**src/spcrs_defines.svh**
```systemverilog
`ifndef SPCRS_DEFINES_SVH
`define SPCRS_DEFINES_SVH

// register byte addresses on the plain register port
`define SPCRS_ADDR_SER_CTRL 8'h98
`define SPCRS_ADDR_RATE_CTRL 8'h9B
`define SPCRS_ADDR_IRQ_STAT 8'h9C
`define SPCRS_ADDR_IRQ_MASK 8'h9D

// serial_control field positions
`define SPCRS_SC_BIT7 7
`define SPCRS_SC_MODE_LOW 6
`define SPCRS_SC_MULTIPROC 5
`define SPCRS_SC_RX_EN 4
`define SPCRS_SC_TX_NINTH 3
`define SPCRS_SC_RX_NINTH 2
`define SPCRS_SC_TX_DONE 1
`define SPCRS_SC_RX_DONE 0

// baud_rate_control field positions
`define SPCRS_BR_RUN 4
`define SPCRS_BR_TX_SRC 3
`define SPCRS_BR_RX_SRC 2
`define SPCRS_BR_FAST 1
`define SPCRS_BR_CLK_SRC 0
`define SPCRS_BR_USED_W 5

// interrupt status and mask field positions
`define SPCRS_IRQ_RX_DONE 0
`define SPCRS_IRQ_TX_DONE 1
`define SPCRS_IRQ_FRAME_ERR 2
`define SPCRS_IRQ_W 3

// reset values
`define SPCRS_RST_BYTE 8'h00
`define SPCRS_RST_BDR 5'h00
`define SPCRS_RST_IRQ 3'h0

// rate divisors, in source ticks per bit
`define SPCRS_DIV_NORMAL 6'h20
`define SPCRS_DIV_DOUBLE 6'h10
`define SPCRS_DIV_MODE0 6'h0C
// prescale of the generator in slow form, and for the oscillator source
`define SPCRS_BRG_SLOW_PRE 3'h6
`define SPCRS_BRG_FAST_PRE 3'h1

`endif

```
**src/spcrs_pkg.sv**
```systemverilog
`default_nettype none

package spcrs_pkg;
    typedef logic [7:0] spcrs_byte_t;
    typedef logic [5:0] spcrs_div_t;
    typedef logic [1:0] spcrs_mode_t;
endpackage : spcrs_pkg

`default_nettype wire

```
**src/spcrs_top.sv**
```systemverilog
`include "spcrs_defines.svh"
`default_nettype none

module spcrs_top
    import spcrs_pkg::*;
#(
    parameter int RELOAD_W = 8
)
(
    input wire logic I_REF_CLK,
    input wire logic I_RESETN,
    input wire spcrs_byte_t I_ADDR,
    input wire spcrs_byte_t I_WDATA,
    input wire logic I_WR,
    input wire logic I_RD,
    output spcrs_byte_t O_RDATA,
    input wire logic I_BIT7_SEL,
    input wire logic I_DOUBLE_RATE,
    input wire logic I_T1_OVF,
    input wire logic [RELOAD_W-1:0] I_BRG_RELOAD,
    input wire logic I_TX_LAST_BIT,
    input wire logic I_RX_STOP,
    input wire logic I_RX_STOP_BAD,
    input wire logic I_RX_NINTH,
    output spcrs_mode_t O_MODE,
    output logic O_ADDR_RECOG_EN,
    output logic O_RX_ENABLE,
    output logic O_TX_ENABLE,
    output logic O_TX_NINTH,
    output logic O_TX_BIT_TICK,
    output logic O_RX_BIT_TICK,
    output logic O_IRQ
);
    // serial_control storage
    logic ferr_q;
    logic ferr_d;
    logic mhi_q;
    logic mhi_d;
    logic mlo_q;
    logic mlo_d;
    logic mpc_q;
    logic mpc_d;
    logic ren_q;
    logic ren_d;
    logic txn_q;
    logic txn_d;
    logic rxn_q;
    logic rxn_d;
    logic txd_q;
    logic txd_d;
    logic rxd_q;
    logic rxd_d;
    // baud_rate_control, interrupt and bus storage
    logic [`SPCRS_BR_USED_W-1:0] bdr_q;
    logic [`SPCRS_BR_USED_W-1:0] bdr_d;
    logic [`SPCRS_IRQ_W-1:0] stat_q;
    logic [`SPCRS_IRQ_W-1:0] stat_d;
    logic [`SPCRS_IRQ_W-1:0] mask_q;
    logic [`SPCRS_IRQ_W-1:0] mask_d;
    logic rx_en_q;
    logic tx_en_q;
    logic tx_ninth_q;
    spcrs_byte_t rdata_q;
    logic brg_tick;

    // address decode
    wire wr_serial_control_w = I_WR && (I_ADDR == `SPCRS_ADDR_SER_CTRL);
    wire wr_bdr_w = I_WR && (I_ADDR == `SPCRS_ADDR_RATE_CTRL);
    wire wr_stat_w = I_WR && (I_ADDR == `SPCRS_ADDR_IRQ_STAT);
    wire wr_mask_w = I_WR && (I_ADDR == `SPCRS_ADDR_IRQ_MASK);
    wire wr_ferr_w = wr_serial_control_w && I_BIT7_SEL;
    wire wr_mhi_w = wr_serial_control_w && !I_BIT7_SEL;

    // frame events from the shift engine
    wire ferr_set_w = I_RX_STOP && I_RX_STOP_BAD;

    // flag updates: a hardware set in the same cycle beats a software clear
    assign ferr_d = ferr_set_w || (wr_ferr_w ? I_WDATA[`SPCRS_SC_BIT7] : ferr_q);
    assign mhi_d = wr_mhi_w ? I_WDATA[`SPCRS_SC_BIT7] : mhi_q;
    assign mlo_d = wr_serial_control_w ? I_WDATA[`SPCRS_SC_MODE_LOW] : mlo_q;
    assign mpc_d = wr_serial_control_w ? I_WDATA[`SPCRS_SC_MULTIPROC] : mpc_q;
    assign ren_d = wr_serial_control_w ? I_WDATA[`SPCRS_SC_RX_EN] : ren_q;
    assign txn_d = wr_serial_control_w ? I_WDATA[`SPCRS_SC_TX_NINTH] : txn_q;
    assign rxn_d = I_RX_STOP ? I_RX_NINTH : (wr_serial_control_w ? I_WDATA[`SPCRS_SC_RX_NINTH] : rxn_q);
    assign txd_d = I_TX_LAST_BIT || (wr_serial_control_w ? I_WDATA[`SPCRS_SC_TX_DONE] : txd_q);
    assign rxd_d = I_RX_STOP || (wr_serial_control_w ? I_WDATA[`SPCRS_SC_RX_DONE] : rxd_q);

    // reserved bits of baud_rate_control are not stored and read as zero
    assign bdr_d = wr_bdr_w ? I_WDATA[`SPCRS_BR_USED_W-1:0] : bdr_q;

    // interrupt status: write one to clear, a new event wins the race
    wire [`SPCRS_IRQ_W-1:0] stat_set_w = {ferr_set_w, I_TX_LAST_BIT, I_RX_STOP};
    wire [`SPCRS_IRQ_W-1:0] stat_clr_w = wr_stat_w ? I_WDATA[`SPCRS_IRQ_W-1:0] : 3'h0;
    assign stat_d = stat_set_w | (stat_q & ~stat_clr_w);
    assign mask_d = wr_mask_w ? I_WDATA[`SPCRS_IRQ_W-1:0] : mask_q;

    // gating by mode, computed from next values so outputs track the registers
    wire [1:0] mode_d_w = {mhi_d, mlo_d};
    wire mode0_d_w = (mode_d_w == 2'h0);
    wire rx_en_d_w = ren_d && !mode0_d_w;
    wire tx_en_d_w = !mode0_d_w || ren_d;
    wire tx_ninth_d_w = txn_d && mode_d_w[1];

    // read mux; bit 7 view follows the select input at the time of the read
    wire bit7_w = I_BIT7_SEL ? ferr_q : mhi_q;
    wire [7:0] serial_control_rd_w = {bit7_w, mlo_q, mpc_q, ren_q, txn_q, rxn_q, txd_q, rxd_q};
    wire [7:0] bdr_rd_w = {3'h0, bdr_q};
    wire [7:0] stat_rd_w = {5'h00, stat_q};
    wire [7:0] mask_rd_w = {5'h00, mask_q};
    wire [7:0] rd_val_w = (I_ADDR == `SPCRS_ADDR_SER_CTRL) ? serial_control_rd_w :
                          (I_ADDR == `SPCRS_ADDR_RATE_CTRL) ? bdr_rd_w :
                          (I_ADDR == `SPCRS_ADDR_IRQ_STAT) ? stat_rd_w :
                          (I_ADDR == `SPCRS_ADDR_IRQ_MASK) ? mask_rd_w : 8'h00;

    // serial_control flops
    always_ff @(posedge I_REF_CLK)
    begin
        if (!I_RESETN)
        begin
            {ferr_q, mhi_q, mlo_q, mpc_q, ren_q, txn_q, rxn_q, txd_q, rxd_q} <= 9'h000;
        end
        else
        begin
            {ferr_q, mhi_q, mlo_q, mpc_q} <= {ferr_d, mhi_d, mlo_d, mpc_d};
            {ren_q, txn_q, rxn_q, txd_q, rxd_q} <= {ren_d, txn_d, rxn_d, txd_d, rxd_d};
        end
    end

    // control, interrupt and read-back flops
    always_ff @(posedge I_REF_CLK)
    begin
        if (!I_RESETN)
        begin
            bdr_q <= `SPCRS_RST_BDR;
            stat_q <= `SPCRS_RST_IRQ;
            mask_q <= `SPCRS_RST_IRQ;
            {rx_en_q, tx_en_q, tx_ninth_q, O_IRQ} <= 4'h0;
            rdata_q <= `SPCRS_RST_BYTE;
        end
        else
        begin
            bdr_q <= bdr_d;
            stat_q <= stat_d;
            mask_q <= mask_d;
            {rx_en_q, tx_en_q, tx_ninth_q} <= {rx_en_d_w, tx_en_d_w, tx_ninth_d_w};
            O_IRQ <= |(stat_d & mask_d);
            rdata_q <= I_RD ? rd_val_w : 8'h00; // data stand only in the cycle after
        end
    end

    assign O_RDATA = rdata_q;
    assign O_MODE = {mhi_q, mlo_q};
    assign O_ADDR_RECOG_EN = mpc_q;
    assign O_RX_ENABLE = rx_en_q;
    assign O_TX_ENABLE = tx_en_q;
    assign O_TX_NINTH = tx_ninth_q;

    // rate selection per direction; modes 1 and 3 pick a source
    wire mode0_w = (O_MODE == 2'h0);
    wire mode2_w = (O_MODE == 2'h2);
    wire tx_src_w = bdr_q[`SPCRS_BR_TX_SRC] ? brg_tick : I_T1_OVF;
    wire rx_src_w = bdr_q[`SPCRS_BR_RX_SRC] ? brg_tick : I_T1_OVF;
    // mode 2 and mode 0 divide the peripheral clock itself
    wire tx_tick_in_w = (mode0_w || mode2_w) ? 1'b1 : tx_src_w;
    wire rx_tick_in_w = (mode0_w || mode2_w) ? 1'b1 : rx_src_w;
    wire [5:0] div_w = mode0_w ? `SPCRS_DIV_MODE0 :
                       (I_DOUBLE_RATE ? `SPCRS_DIV_DOUBLE : `SPCRS_DIV_NORMAL);

    // internal generator shared by both directions
    spcrs_brg #(
        .RELOAD_W(RELOAD_W)
    ) u_brg (
        .i_clk(I_REF_CLK),
        .i_rst_n(I_RESETN),
        .i_run(bdr_q[`SPCRS_BR_RUN]),
        .i_fast(bdr_q[`SPCRS_BR_FAST]),
        .i_clk_src(bdr_q[`SPCRS_BR_CLK_SRC]),
        .i_reload(I_BRG_RELOAD),
        .o_tick(brg_tick)
    );

    // separate dividers so transmit and receive rates may differ
    spcrs_rate_div u_tx_div (
        .i_clk(I_REF_CLK),
        .i_rst_n(I_RESETN),
        .i_tick(tx_tick_in_w),
        .i_div(div_w),
        .o_tick(O_TX_BIT_TICK)
    );

    spcrs_rate_div u_rx_div (
        .i_clk(I_REF_CLK),
        .i_rst_n(I_RESETN),
        .i_tick(rx_tick_in_w),
        .i_div(div_w),
        .o_tick(O_RX_BIT_TICK)
    );

    // elaboration check: the reload value is one byte wide
    if (RELOAD_W != 8)
    begin : g_reload_chk
        $error("reload width must be 8 for this register map");
    end
endmodule : spcrs_top

`default_nettype wire

```
**src/spcrs_rate_div.sv**
```systemverilog
`include "spcrs_defines.svh"
`default_nettype none

module spcrs_rate_div
    import spcrs_pkg::*;
(
    input wire logic i_clk,
    input wire logic i_rst_n,
    input wire logic i_tick,
    input wire spcrs_div_t i_div,
    output logic o_tick
);
    spcrs_div_t cnt_q;
    spcrs_div_t cnt_d;
    logic tick_d;
    wire last_w = (cnt_q >= (i_div - 6'h01));

    // counts source ticks; a shrinking divisor wraps at once, never hangs
    assign tick_d = i_tick && last_w;
    assign cnt_d = !i_tick ? cnt_q : (last_w ? 6'h00 : cnt_q + 6'h01);

    always_ff @(posedge i_clk)
    begin
        if (!i_rst_n)
        begin
            cnt_q <= 6'h00;
            o_tick <= 1'b0;
        end
        else
        begin
            cnt_q <= cnt_d;
            o_tick <= tick_d;
        end
    end

    // elaboration check: the largest divisor must fit the counter
    if (`SPCRS_DIV_NORMAL > 6'h3F)
    begin : g_div_chk
        $error("divisor does not fit the counter");
    end
endmodule : spcrs_rate_div

`default_nettype wire

```
**src/spcrs_brg.sv**
```systemverilog
`include "spcrs_defines.svh"
`default_nettype none

module spcrs_brg
    import spcrs_pkg::*;
#(
    parameter int RELOAD_W = 8
)
(
    input wire logic i_clk,
    input wire logic i_rst_n,
    input wire logic i_run,
    input wire logic i_fast,
    input wire logic i_clk_src,
    input wire logic [RELOAD_W-1:0] i_reload,
    output logic o_tick
);
    logic [2:0] pre_q;
    logic [2:0] pre_d;
    logic [RELOAD_W-1:0] cnt_q;
    logic [RELOAD_W-1:0] cnt_d;
    logic run_q;
    wire [2:0] pre_max_w;
    wire pre_tick_w;
    wire wrap_w;

    // fast form only when the peripheral clock is the source
    assign pre_max_w = (i_clk_src && i_fast) ? `SPCRS_BRG_FAST_PRE : `SPCRS_BRG_SLOW_PRE;
    assign pre_tick_w = (pre_q >= (pre_max_w - 3'h1));
    assign wrap_w = pre_tick_w && (&cnt_q);

    // stopped generator holds at reload, so a start counts a full period
    assign pre_d = (!i_run || pre_tick_w) ? 3'h0 : pre_q + 3'h1;
    assign cnt_d = (!i_run || !run_q || wrap_w) ? i_reload :
                   (pre_tick_w ? cnt_q + 1'b1 : cnt_q);

    always_ff @(posedge i_clk)
    begin
        if (!i_rst_n)
        begin
            pre_q <= 3'h0;
            cnt_q <= '0;
            run_q <= 1'b0;
            o_tick <= 1'b0;
        end
        else
        begin
            pre_q <= pre_d;
            cnt_q <= cnt_d;
            run_q <= i_run;
            o_tick <= i_run && run_q && wrap_w;
        end
    end

    // elaboration check on the reload width
    if (RELOAD_W < 1 || RELOAD_W > 16)
    begin : g_reload_chk
        $error("reload width out of range");
    end
endmodule : spcrs_brg

`default_nettype wire

```
**config.mk**
```make
export PLATFORM = sky130hd
export DESIGN_NAME = spcrs_top
export DESIGN_NICKNAME = d
export VERILOG_FILES = /design/src/spcrs_pkg.sv /design/src/spcrs_top.sv /design/src/spcrs_rate_div.sv /design/src/spcrs_brg.sv
export VERILOG_INCLUDE_DIRS = /design/src
export SDC_FILE = /design/constraint.sdc
export NUM_CORES = 1
export LEC_CHECK = 0
export ABC_AREA = 0
export BUFFER_PORTS_ARGS = -buffer_cell sky130_fd_sc_hd__buf_2
export CORE_MARGIN = 2
export CORE_UTILIZATION = 60
export CTS_BUF_LIST = sky130_fd_sc_hd__clkbuf_4 sky130_fd_sc_hd__clkbuf_8
export DETAILED_ROUTE_END_ITERATION = 10
export GPL_TIMING_DRIVEN = 1
export MAX_ROUTING_LAYER = met4
export PLACE_DENSITY = 0.86
export SETUP_SLACK_MARGIN = 0.5
export SYNTH_ARGS = -nofsm -noshare
export SYNTH_HDL_FRONTEND = slang
export SYNTH_SLANG_ARGS = --single-unit
```
**constraint.sdc**
```tcl
create_clock -name I_REF_CLK -period 4.49 [get_ports I_REF_CLK]
set_input_delay 0.898 -clock I_REF_CLK [delete_from_list [all_inputs] [get_ports I_REF_CLK]]
set_output_delay 0.898 -clock I_REF_CLK [all_outputs]
set_load 0.02 [all_outputs]
```
==> results of run 1 <==
## worst max-delay path by stage
stage / slack (ns) / start / endpoint
6_report: 1.88 / I_ADDR[0] / O_TX_ENABLE$_SDFF_PN0_
5_1_grt: 1.76 / I_ADDR[0] / O_TX_ENABLE$_SDFF_PN0_
4_1_cts: 1.91 / I_ADDR[0] / O_TX_ENABLE$_SDFF_PN0_
3_5_place_dp: 1.56 / I_ADDR[0] / O_TX_ENABLE$_SDFF_PN0_
3_3_place_gp: 1.62 / I_ADDR[0] / O_TX_ENABLE$_SDFF_PN0_
2_1_floorplan: 1.97 / I_ADDR[0] / O_TX_ENABLE$_SDFF_PN0_
## power groups by stage
stage	sequential [W]	combinational [W]	clock, W
2_1_floorplan	0.000557	0.0000389	0
3_3_place_gp	0.000559	0.0000658	0
3_5_place_dp	0.000559	0.0000685	0
4_1_cts	0.000548	0.0000689	0.000500
5_1_grt	0.000549	0.0000782	0.000523
6_report	0.000548	0.0000698	0.000493
## area by class of cell
class / count / area (um^2) / area share
multi-input combinational: 228 / 1380 / 0.440
sequential: 59 / 1180 / 0.377
timing repair buffer: 52 / 263 / 0.0838
clock buffer: 12 / 165 / 0.0527
tap: 52 / 65.1 / 0.0208
inverter: 12 / 45.0 / 0.0144
clock inverter: 2 / 35.0 / 0.0112
## layout by cell type (no fill, tap or decap), drive strengths merged, types with 3 or more instances in the layout
| cell | count |
|---|---|
| or2 | 3 |
| ha | 8 |
| buf | 52 |
| a21o | 4 |
| nand2 | 35 |
| xor2 | 5 |
| dfxtp | 59 |
| nor2 | 38 |
| and3 | 4 |
| nor4 | 5 |
| o21ai | 10 |
| nor3 | 9 |
| and2 | 6 |
| xnor2 | 5 |
| nand4 | 5 |
| clkbuf | 12 |
| mux2i | 15 |
| a21oi | 23 |
| and4 | 3 |
| nand3 | 17 |
| a22oi | 5 |
| a31oi | 3 |
| inv | 12 |
## state kept, by name (all words and copies together), names as in the netlist, 3 cells and up
register and cells:
O_RDATA 8, u_brg.cnt_q 8, u_rx_div.cnt_q 6, u_tx_div.cnt_q 6, bdr_q 5, mask_q 3
stat_q 3, u_brg.pre_q 3
## Yosys cell counts, drive strengths merged (2+ instances only)
cell type	instances
a21boi	2
a21o	4
a21oi	23
a22o	2
a22oi	5
a31oi	3
and2	6
and3	4
and4	3
buf	4
clkbuf	7
dfxtp	59
ha	8
inv	12
mux2i	15
nand2	35
nand2b	2
nand3	17
nand4	5
nor2	38
nor3	9
nor4	5
o211ai	2
o21ai	10
o221ai	2
o22ai	2
or2	3
xnor2	5
xor2	5
## metrics by stage
step                 util  total power, W  instance area [um^2]
CTS                 0.725         0.00112                  3130
global route        0.725         0.00115                  3130
detailed placement  0.679        0.000628                  2930
finish              0.725         0.00111                  3130
floorplan               -        0.000596                  2660
global placement    0.679        0.000625                  2930
## cells by family (layout without fill, tap and decap cells)
family / after synthesis / count (layout) / synth area share
and+or+nand+nor: 132 / 132 / 0.242
AOI/OAI and AO/OA: 63 / 63 / 0.150
DFF: 59 / 59 / 0.444
buffers and inverters: 23 / 78 / 0.0381
muxes: 15 / 15 / 0.0564
xor gates and xnor gates: 10 / 10 / 0.0329
adders and majority gates: 8 / 8 / 0.0376
## worst reg2reg max path: stages (launching register included)
cell and delay [ns]:
dfxtp_1 0.35, and2_1 0.20, inv_1 0.06, ha_1 0.28
or3b_2 0.45, a21oi_1 0.53, nor2_1 0.09, a222oi_1 0.31
nor2_1 0.06
## layer usage
metal  part of all wire  up-vias
met1               0.44     1139
li1                   -     1210
met3              0.074       10
met4              0.013        0
met5                  0        -
met2               0.47      105
==> impl_metrics.ini, run 1 <==
[status]
status = finished clean

[die]
start_util = 0.616
io_pins = 52
rows = 24
die_area_um2 = 4990
die_y_um = 70.6
core_area_um2 = 4320
dieWidth_um = 70.6

[synthesis]
synth_edf_count = 0
netlist_area_um2 = 2660
yosysTopAreaCellShare = 0.444
synth_ff_type = dfxtp_1
ys_top_cells_by_area = dfxtp_1 (44%), mux2i_1 (5.6%), nor2_1 (5.2%)
synth_top_area_cell = dfxtp_1
synth-warning-count = 0
synth_seq_cells = 59
seq_area_frac_synth = 0.444
synthCells = 310
ys_types = 48
syn_avg_cell_area_um2 = 8.59
async_flop_share = 0
syn-num-nets = 353

[placement]
dp_hpwl_mm = 4.39
port_buffers = 51
gp_congestion = 0.912
dp_cells = 403
pre_cts_ws_ns = 1.56

[route]
firstDrtPassIters = 5
routed_wl_mm = 6.25
wl_per_cell_um = 15.0
drt_iter0_drc = 294
vias = 2464
drc_errors = 0
vias_per_cell = 5.91
drtAntennaViolNets = 0

[worst_setup_path]
crit_path_top_delay_cell = or4b_1
critical_path.startpoint_type = primary input
rr_endpoint = u_brg.cnt_q[0]$_SDFFE_PN0P_
critPathBufInv = 1
crit_cells = 6
path_max_fanout = 10
required_ns = 4.67
cp.arrival_ns = 2.79
rr_worst_depth = 8
cp_cell_sequence = buf_2 > or4b_1 > or3_1 > nor2_4 > mux2i_1 > a21oi_1
path_delay_family = simple AND/OR/NAND/NOR gates
critPathKind = primary input to flip-flop
rr_startpoint = bdr_q[0]$_SDFFE_PN0P_
end_kind = flip-flop
ff2ff_setup_slack_ns = 2.02
crit_path_max_incr_delay_ns = 0.55

[sta]
worst_slew_pin_slew_ns = 0.785
hold_viol = 0
max_freq_mhz = 383
final.setup.worst_slack_ns = 1.88
slew_violations = 0
finClkSkew_ns = 0.00881
fin_crit_sh = 0.582
timing.slew.headroom = 0.472
hold_ws_ns = 0.452
setup_viol = 0
post-route-min-period_ns = 2.61
final.setup.tns_ns = 0
rsz0062_at_grt = no

[global_route]
grt_use_total = 0.270
met3_usage = 0.0812
overflow = 0
busiest_layer = met2
grt_use_met2 = 0.416
grt_max_degree = 25
grt_pass1_wl_mm = 10.2
gr-usage-met1 = 0.344
grt_pass1_vias = 2234
grt_antenna_before_repair = 0

[min_path]
hold_start = u_brg.pre_q[0]$_SDFF_PP0_
hp-class = flip-flop to flip-flop
min_to = u_brg.pre_q[0]$_SDFF_PP0_
min_path_cells = 1

[clock_tree]
h-tree-depth = 3
ctsHoldBuffers = 0
post_cts_buffers = 0
clk_latency_ns = 0.34
cts.sinks = 59
cts_max_path_buffers = 2
cts_resized = 0
cts_tree = done
root_buffer = clkbuf_8
clkSlewWorstSetupHoldPaths_ns = 0.06
cts_buffers = 9

[final_layout]
fin_cells = 417
finalNetCount = 405
drive_gt1_frac = 0.200
diodes = 0
syn2layout_area_growth_pct = 17.7
fill_cells = 350

[power_and_ir_drop]
ir_drop_mv = 0.233
p_sw_w = 0.000250
seq_power_share = 0.493
p_per_area_nw_per_um2 = 355
p_comb_frac = 0.063
intPower_w = 0.000862
leakage_nw = 1.39
pwr-share-clk = 0.444
swShare = 0.225

[run]
cap_violations = 0
No activity file was read; power rests on OpenSTA's default activity.
==> run 2, diff against run 1 <==
--- a/config.mk
+++ b/config.mk
@@ -9,12 +9,12 @@
 export ABC_AREA = 0
 export BUFFER_PORTS_ARGS = -buffer_cell sky130_fd_sc_hd__buf_2
 export CORE_MARGIN = 2
-export CORE_UTILIZATION = 60
+export CORE_UTILIZATION = 51
 export CTS_BUF_LIST = sky130_fd_sc_hd__clkbuf_4 sky130_fd_sc_hd__clkbuf_8
 export DETAILED_ROUTE_END_ITERATION = 10
 export GPL_TIMING_DRIVEN = 1
 export MAX_ROUTING_LAYER = met4
-export PLACE_DENSITY = 0.86
+export PLACE_DENSITY = 0.78
 export SETUP_SLACK_MARGIN = 0.5
 export SYNTH_ARGS = -nofsm -noshare
 export SYNTH_HDL_FRONTEND = slang
==> constraint.sdc (replaced) <==
create_clock -name I_REF_CLK -period 2.15 [get_ports I_REF_CLK]
set_input_delay 0.43 -clock I_REF_CLK [delete_from_list [all_inputs] [get_ports I_REF_CLK]]
set_output_delay 0.43 -clock I_REF_CLK [all_outputs]
set_load 0.02 [all_outputs]
==> run 2 against run 1 <==
Utilization shrank 3.4 points; final cell count grew 9.4%; setup slack lost 1.7 ns; first-iteration DRC count shrank 43%; wire length grew 10%; sequential power grew 110%; count of clock-buffer cells in the layout shrank 1; combinational power grew 140%; global-route usage shrank 2.3 points; critical endpoint is now u_brg.cnt_q[1]$_SDFFE_PN0P_; largest cell class unchanged.
==> impl_metrics.ini, run 2 (same netlist as run 1, synthesis figures left out) <==
[route]
vias_per_cell = 5.56
drc_errors = 0
drt_iter0_drc = 168
routed_wl_mm = 6.91
vias = 2537
drtAntennaViolNets = 0
firstDrtPassIters = 4
wl_per_cell_um = 15.1

[sta]
timing.slew.headroom = 0.728
rsz0062_at_grt = yes
finClkSkew_ns = 0.00928
fin_crit_sh = 0.912
worst_slew_pin_slew_ns = 0.408
setup_viol = 0
slew_violations = 0
final.setup.tns_ns = 0
post-route-min-period_ns = 1.96
max_freq_mhz = 510
hold_viol = 0

[power_and_ir_drop]
p_comb_frac = 0.075
swShare = 0.261
seq_power_share = 0.506
p_per_area_nw_per_um2 = 647
pwr-share-clk = 0.420
intPower_w = 0.00168
leakage_nw = 1.48
ir_drop_mv = 0.477
p_sw_w = 0.000592

[final_layout]
layout_common_cells = dfxtp_1 (55), buf_2 (50), nand2_1 (34)
syn2layout_area_growth_pct = 31.7
multiInputGateArea_um2 = 1580
fill_cells = 412
layout_commonest_cell = dfxtp_1
finalNetCount = 424
final_core_util = 0.691
drive_gt1_frac = 0.321
seqCellArea_um2 = 1190
diodes = 0

[worst_setup_path]
rr_startpoint = bdr_q[0]$_SDFFE_PN0P_
rr_worst_depth = 8
required_ns = 2.41
path_max_fanout = 7
cp_cell_sequence = and2_4 > inv_2 > ha_4 > or3b_4 > a21o_4 > a21oi_4 > nor2_2 > nor4_1
crit_path_top_delay_cell = or3b_4
rr_endpoint = u_brg.cnt_q[1]$_SDFFE_PN0P_
crit_path_max_incr_delay_ns = 0.37
path_delay_family = simple AND/OR/NAND/NOR gates
cp-startpoint = bdr_q[0]$_SDFFE_PN0P_
ff2ff_setup_slack_ns = 0.19
critPathKind = flip-flop to flip-flop
critPathBufInv = 1
cp.arrival_ns = 2.22
crit_cells = 8
end_kind = flip-flop
critical_path.startpoint_type = flip-flop
crit_path_end = u_brg.cnt_q[1]$_SDFFE_PN0P_

[placement]
port_buffers = 51
dp_hpwl_mm = 4.60
gp_congestion = 0.887

[clock_tree]
clkSlewWorstSetupHoldPaths_ns = 0.07
clk_latency_ns = 0.35
cts.sinks = 59
cts_buffers = 9
cts_max_path_buffers = 2
cts_tree = done
root_buffer = clkbuf_8
h-tree-depth = 3

[global_route]
grt_antenna_before_repair = 0
overflow = 0
grt_max_degree = 24
grt_pass1_vias = 2345
grt_use_total = 0.247
grt_pass1_wl_mm = 11.0

[die]
io_pins = 52
die_y_um = 76.3
rows = 26
core_area_um2 = 5070
die_area_um2 = 5810
dieWidth_um = 76.3
start_util = 0.525

[status]
status = finished clean

[min_path]
hp-class = primary input to flip-flop

[run]
cap_violations = 0
-- run 2: final cells by class --
cell class | count | share of cell area
multi-input cells | 228 | 0.451
flip-flops and latches | 59 | 0.338
repair buffers | 71 | 0.120
clock buffers | 11 | 0.0432
well taps | 70 | 0.0250
inverters | 12 | 0.0128
clock inverters | 5 | 0.0107
-- run 2: power groups by stage --
stage | clock network (W) | registers, W | logic, W
after floorplan | 0 | 0.00116 | 0.0000861
after global placement | 0 | 0.00117 | 0.000154
after detailed placement | 0 | 0.00117 | 0.000157
after CTS | 0.000957 | 0.00114 | 0.000163
final | 0.000952 | 0.00115 | 0.000169
after global routing | 0.00101 | 0.00115 | 0.000187
-- run 2: stage by stage --
stage | hold WS, ns | total power [W] | setup WS (ns) | std cells | instance area [um^2]
after floorplan | 0.417 | 0.00125 | 0.145 | 310 | 2770
after global placement | 0.431 | 0.00132 | 0.0369 | 429 | 3120
after detailed placement | 0.450 | 0.00133 | 0.00557 | 429 | 3120
after CTS | 0.331 | 0.00226 | 0.220 | 451 | 3420
after global routing | 0.336 | 0.00235 | 0.121 | 456 | 3510
final | 0.333 | 0.00227 | 0.189 | 456 | 3510
-- run 2: what timing repair did --
| item | in CTS | in global routing |
|---|---|---|
| hold buffers | 0 | 0 |
| setup endpoints to repair | 23 | 32 |
| resized for setup | 13 | 10 |
| pin swaps | 4 | 18 |
| setup buffers | 6 | 5 |
-- run 2: how the worst min path moves through the flow --
stage / depth (start not counted) / from / endpoint
2_1_floorplan: 1 / u_brg.pre_q[0]$_SDFF_PP0_ / u_brg.pre_q[0]$_SDFF_PP0_
3_3_place_gp: 1 / u_brg.pre_q[0]$_SDFF_PP0_ / u_brg.pre_q[0]$_SDFF_PP0_
3_5_place_dp: 1 / u_brg.pre_q[0]$_SDFF_PP0_ / u_brg.pre_q[0]$_SDFF_PP0_
4_1_cts: 3 / I_BRG_RELOAD[5] / u_brg.cnt_q[5]$_SDFFE_PN0P_
5_1_grt: 3 / I_BRG_RELOAD[5] / u_brg.cnt_q[5]$_SDFFE_PN0P_
6_report: 3 / I_BRG_RELOAD[5] / u_brg.cnt_q[5]$_SDFFE_PN0P_
-- run 2: per-layer routing --
| layer | part of all wire | vias up | track usage |
|---|---|---|---|
| met4 | 0.025 | 0 | 0.109 |
| li1 | - | 1241 | - |
| met5 | 0 | - | - |
| met3 | 0.053 | 18 | 0.0557 |
| met1 | 0.46 | 1194 | 0.314 |
| met2 | 0.47 | 84 | 0.377 |
-- run 2: worst reg2reg max path, stage by stage, from the launching register on --
cell,delay [ns]
dfxtp_2,0.32
and2_4,0.16
inv_2,0.06
ha_4,0.18
or3b_4,0.37
a21o_4,0.27
a21oi_4,0.23
nor2_2,0.06
nor4_1,0.21
==> run 3, diff against run 2 <==
==> constraint.sdc (replaced) <==
create_clock -name I_REF_CLK -period 2.15 [get_ports I_REF_CLK]
set_input_delay 0.3225 -clock I_REF_CLK [delete_from_list [all_inputs] [get_ports I_REF_CLK]]
set_output_delay 0.3225 -clock I_REF_CLK [all_outputs]
set_load 0.1 [all_outputs]
==> run 3 against run 2 <==
Global-route usage down 1.2 points; utilization rose by 0.47 points; non-clock buffer count shrank 2; largest cell class unchanged; largest power group unchanged.
==> impl_metrics.ini, run 3 (same netlist as run 1, synthesis figures left out) <==
[sta]
hold_viol = 0
fin_crit_sh = 0.907
post-route-min-period_ns = 1.95
timing.slew.headroom = 0.674
final.setup.tns_ns = 0
finClkSkew_ns = 0.00597
final.setup.worst_slack_ns = 0.201
max_freq_mhz = 513
slew_violations = 0
worst_slew_pin_slew_ns = 0.493
setup_viol = 0
rsz0062_at_grt = yes

[global_route]
grt_use_total = 0.235
grt_pass1_vias = 2386
grt_max_degree = 24
grt_pass1_wl_mm = 10.7
grt_antenna_before_repair = 0
overflow = 0

[die]
die_area_um2 = 5810
die_y_um = 76.3
rows = 26
core_area_um2 = 5070
io_pins = 52
start_util = 0.525
dieWidth_um = 76.3

[clock_tree]
cts.sinks = 59
clk_latency_ns = 0.33
h-tree-depth = 3
cts_tree = done
root_buffer = clkbuf_8
cts_buffers = 9
clkSlewWorstSetupHoldPaths_ns = 0.06
cts_max_path_buffers = 2

[placement]
port_buffers = 51
pre_cts_ws_ns = 0.101
gp_congestion = 0.833
place_area_um2 = 3090
dp_hpwl_mm = 4.50

[status]
status = finished clean

[final_layout]
finalNetCount = 422
final_core_util = 0.696
drive_gt1_frac = 0.311
layout_commonest_cell = dfxtp_1
syn2layout_area_growth_pct = 32.6
final_area_um2 = 3530
layout_common_cells = dfxtp_1 (56), buf_2 (48), nor2_1 (36)
diodes = 0
fill_cells = 387

[route]
drtAntennaViolNets = 0
firstDrtPassIters = 5
drc_errors = 0
routed_wl_mm = 6.61
drt_iter0_drc = 166
vias_per_cell = 5.58
vias = 2529
wl_per_cell_um = 14.6

[worst_setup_path]
end_kind = flip-flop
rr_startpoint = bdr_q[0]$_SDFFE_PN0P_
cp.arrival_ns = 2.17
critPathKind = flip-flop to flip-flop
path_max_fanout = 6
critical_path.startpoint_type = flip-flop
cp-startpoint = bdr_q[0]$_SDFFE_PN0P_
required_ns = 2.37
crit_path_top_delay_cell = or3b_4
cp_cell_sequence = and2_4 > inv_4 > ha_4 > or3b_4 > a21o_4 > buf_4 > nand3_2 > nor3_1 > o31a_1
crit_path_max_incr_delay_ns = 0.38

[power_and_ir_drop]
ir_drop_mv = 0.358
p_per_area_nw_per_um2 = 690
leakage_nw = 1.53

[min_path]
hp-class = primary input to flip-flop
hold_start = I_WDATA[5]

[run]
cap_violations = 0
run 3: cell count changes in the layout (fill, tap and decap cells not counted), sizes merged:
cell / before / now
buf: 71 / 68
clkinvlp: 5 / 0
bufinv: 0 / 2
clkbuf: 11 / 14
run 3: per-stage QoR:
| step | power (W) | hold WS (ns) | cells |
|---|---|---|---|
| floorplan | 0.00125 | 0.417 | 310 |
| global placement | 0.00131 | 0.430 | 429 |
| detailed placement | 0.00132 | 0.455 | 429 |
| CTS | 0.00243 | 0.247 | 452 |
| global route | 0.00253 | 0.252 | 453 |
| finish | 0.00244 | 0.253 | 453 |
run 3: path summary, 6_finish.rpt:
| kind | endpoint | slack [ns] | cells past startpoint |
|---|---|---|---|
| max | u_brg.cnt_q[6]$_SDFFE_PN0P_ | 0.20 | 9 |
| max reg2reg | u_brg.cnt_q[6]$_SDFFE_PN0P_ | 0.20 | 9 |
| min | O_ADDR_RECOG_EN$_SDFFE_PN0N_ | 0.25 | 3 |
| min reg2reg | u_brg.pre_q[0]$_SDFF_PP0_ | 0.46 | 1 |
run 3: power by group:
part           total, W  internal [W]  switching, W
combinational  0.000166     0.0000753     0.0000912
sequential      0.00115       0.00112     0.0000264
clock           0.00112      0.000717      0.000406
total           0.00244       0.00191      0.000523
run 3: area by class of cell:
type                            instances  area, um^2  share of cell area
Multi-Input combinational cell        228        1560               0.442
Tap cell                               70        87.6              0.0248
Clock buffer                           13         160              0.0454
Sequential cell                        59        1180               0.336
Clock inverter                          2        60.1              0.0170
Inverter                               12        47.5              0.0135
Timing Repair Buffer                   69         429               0.122
run 3: repair_timing:
| action | 4_1_cts | 5_1_grt |
|---|---|---|
| hold buffers | 0 | 0 |
| pin swaps | 9 | 15 |
| endpoints found under the setup margin | 24 | 32 |
| resized for setup | 6 | 22 |
| setup buffers | 8 | 1 |
run 3: critical path, delay by kind of cell, from the launching register on:
| kind | cells | cell delay, ns |
|---|---|---|
| fa+ha+maj | 1 | 0.20 |
| simple gates | 4 | 0.64 |
| buf+inv | 2 | 0.18 |
| flops | 1 | 0.33 |
| compound gates | 2 | 0.49 |
run 3: layer usage:
metal | GRT usage | share of wire | vias up
li1 | - | - | 1239
met1 | 0.292 | 0.46 | 1194
met2 | 0.365 | 0.47 | 83
met3 | 0.0498 | 0.052 | 13
met4 | 0.111 | 0.019 | 0
met5 | - | 0 | -
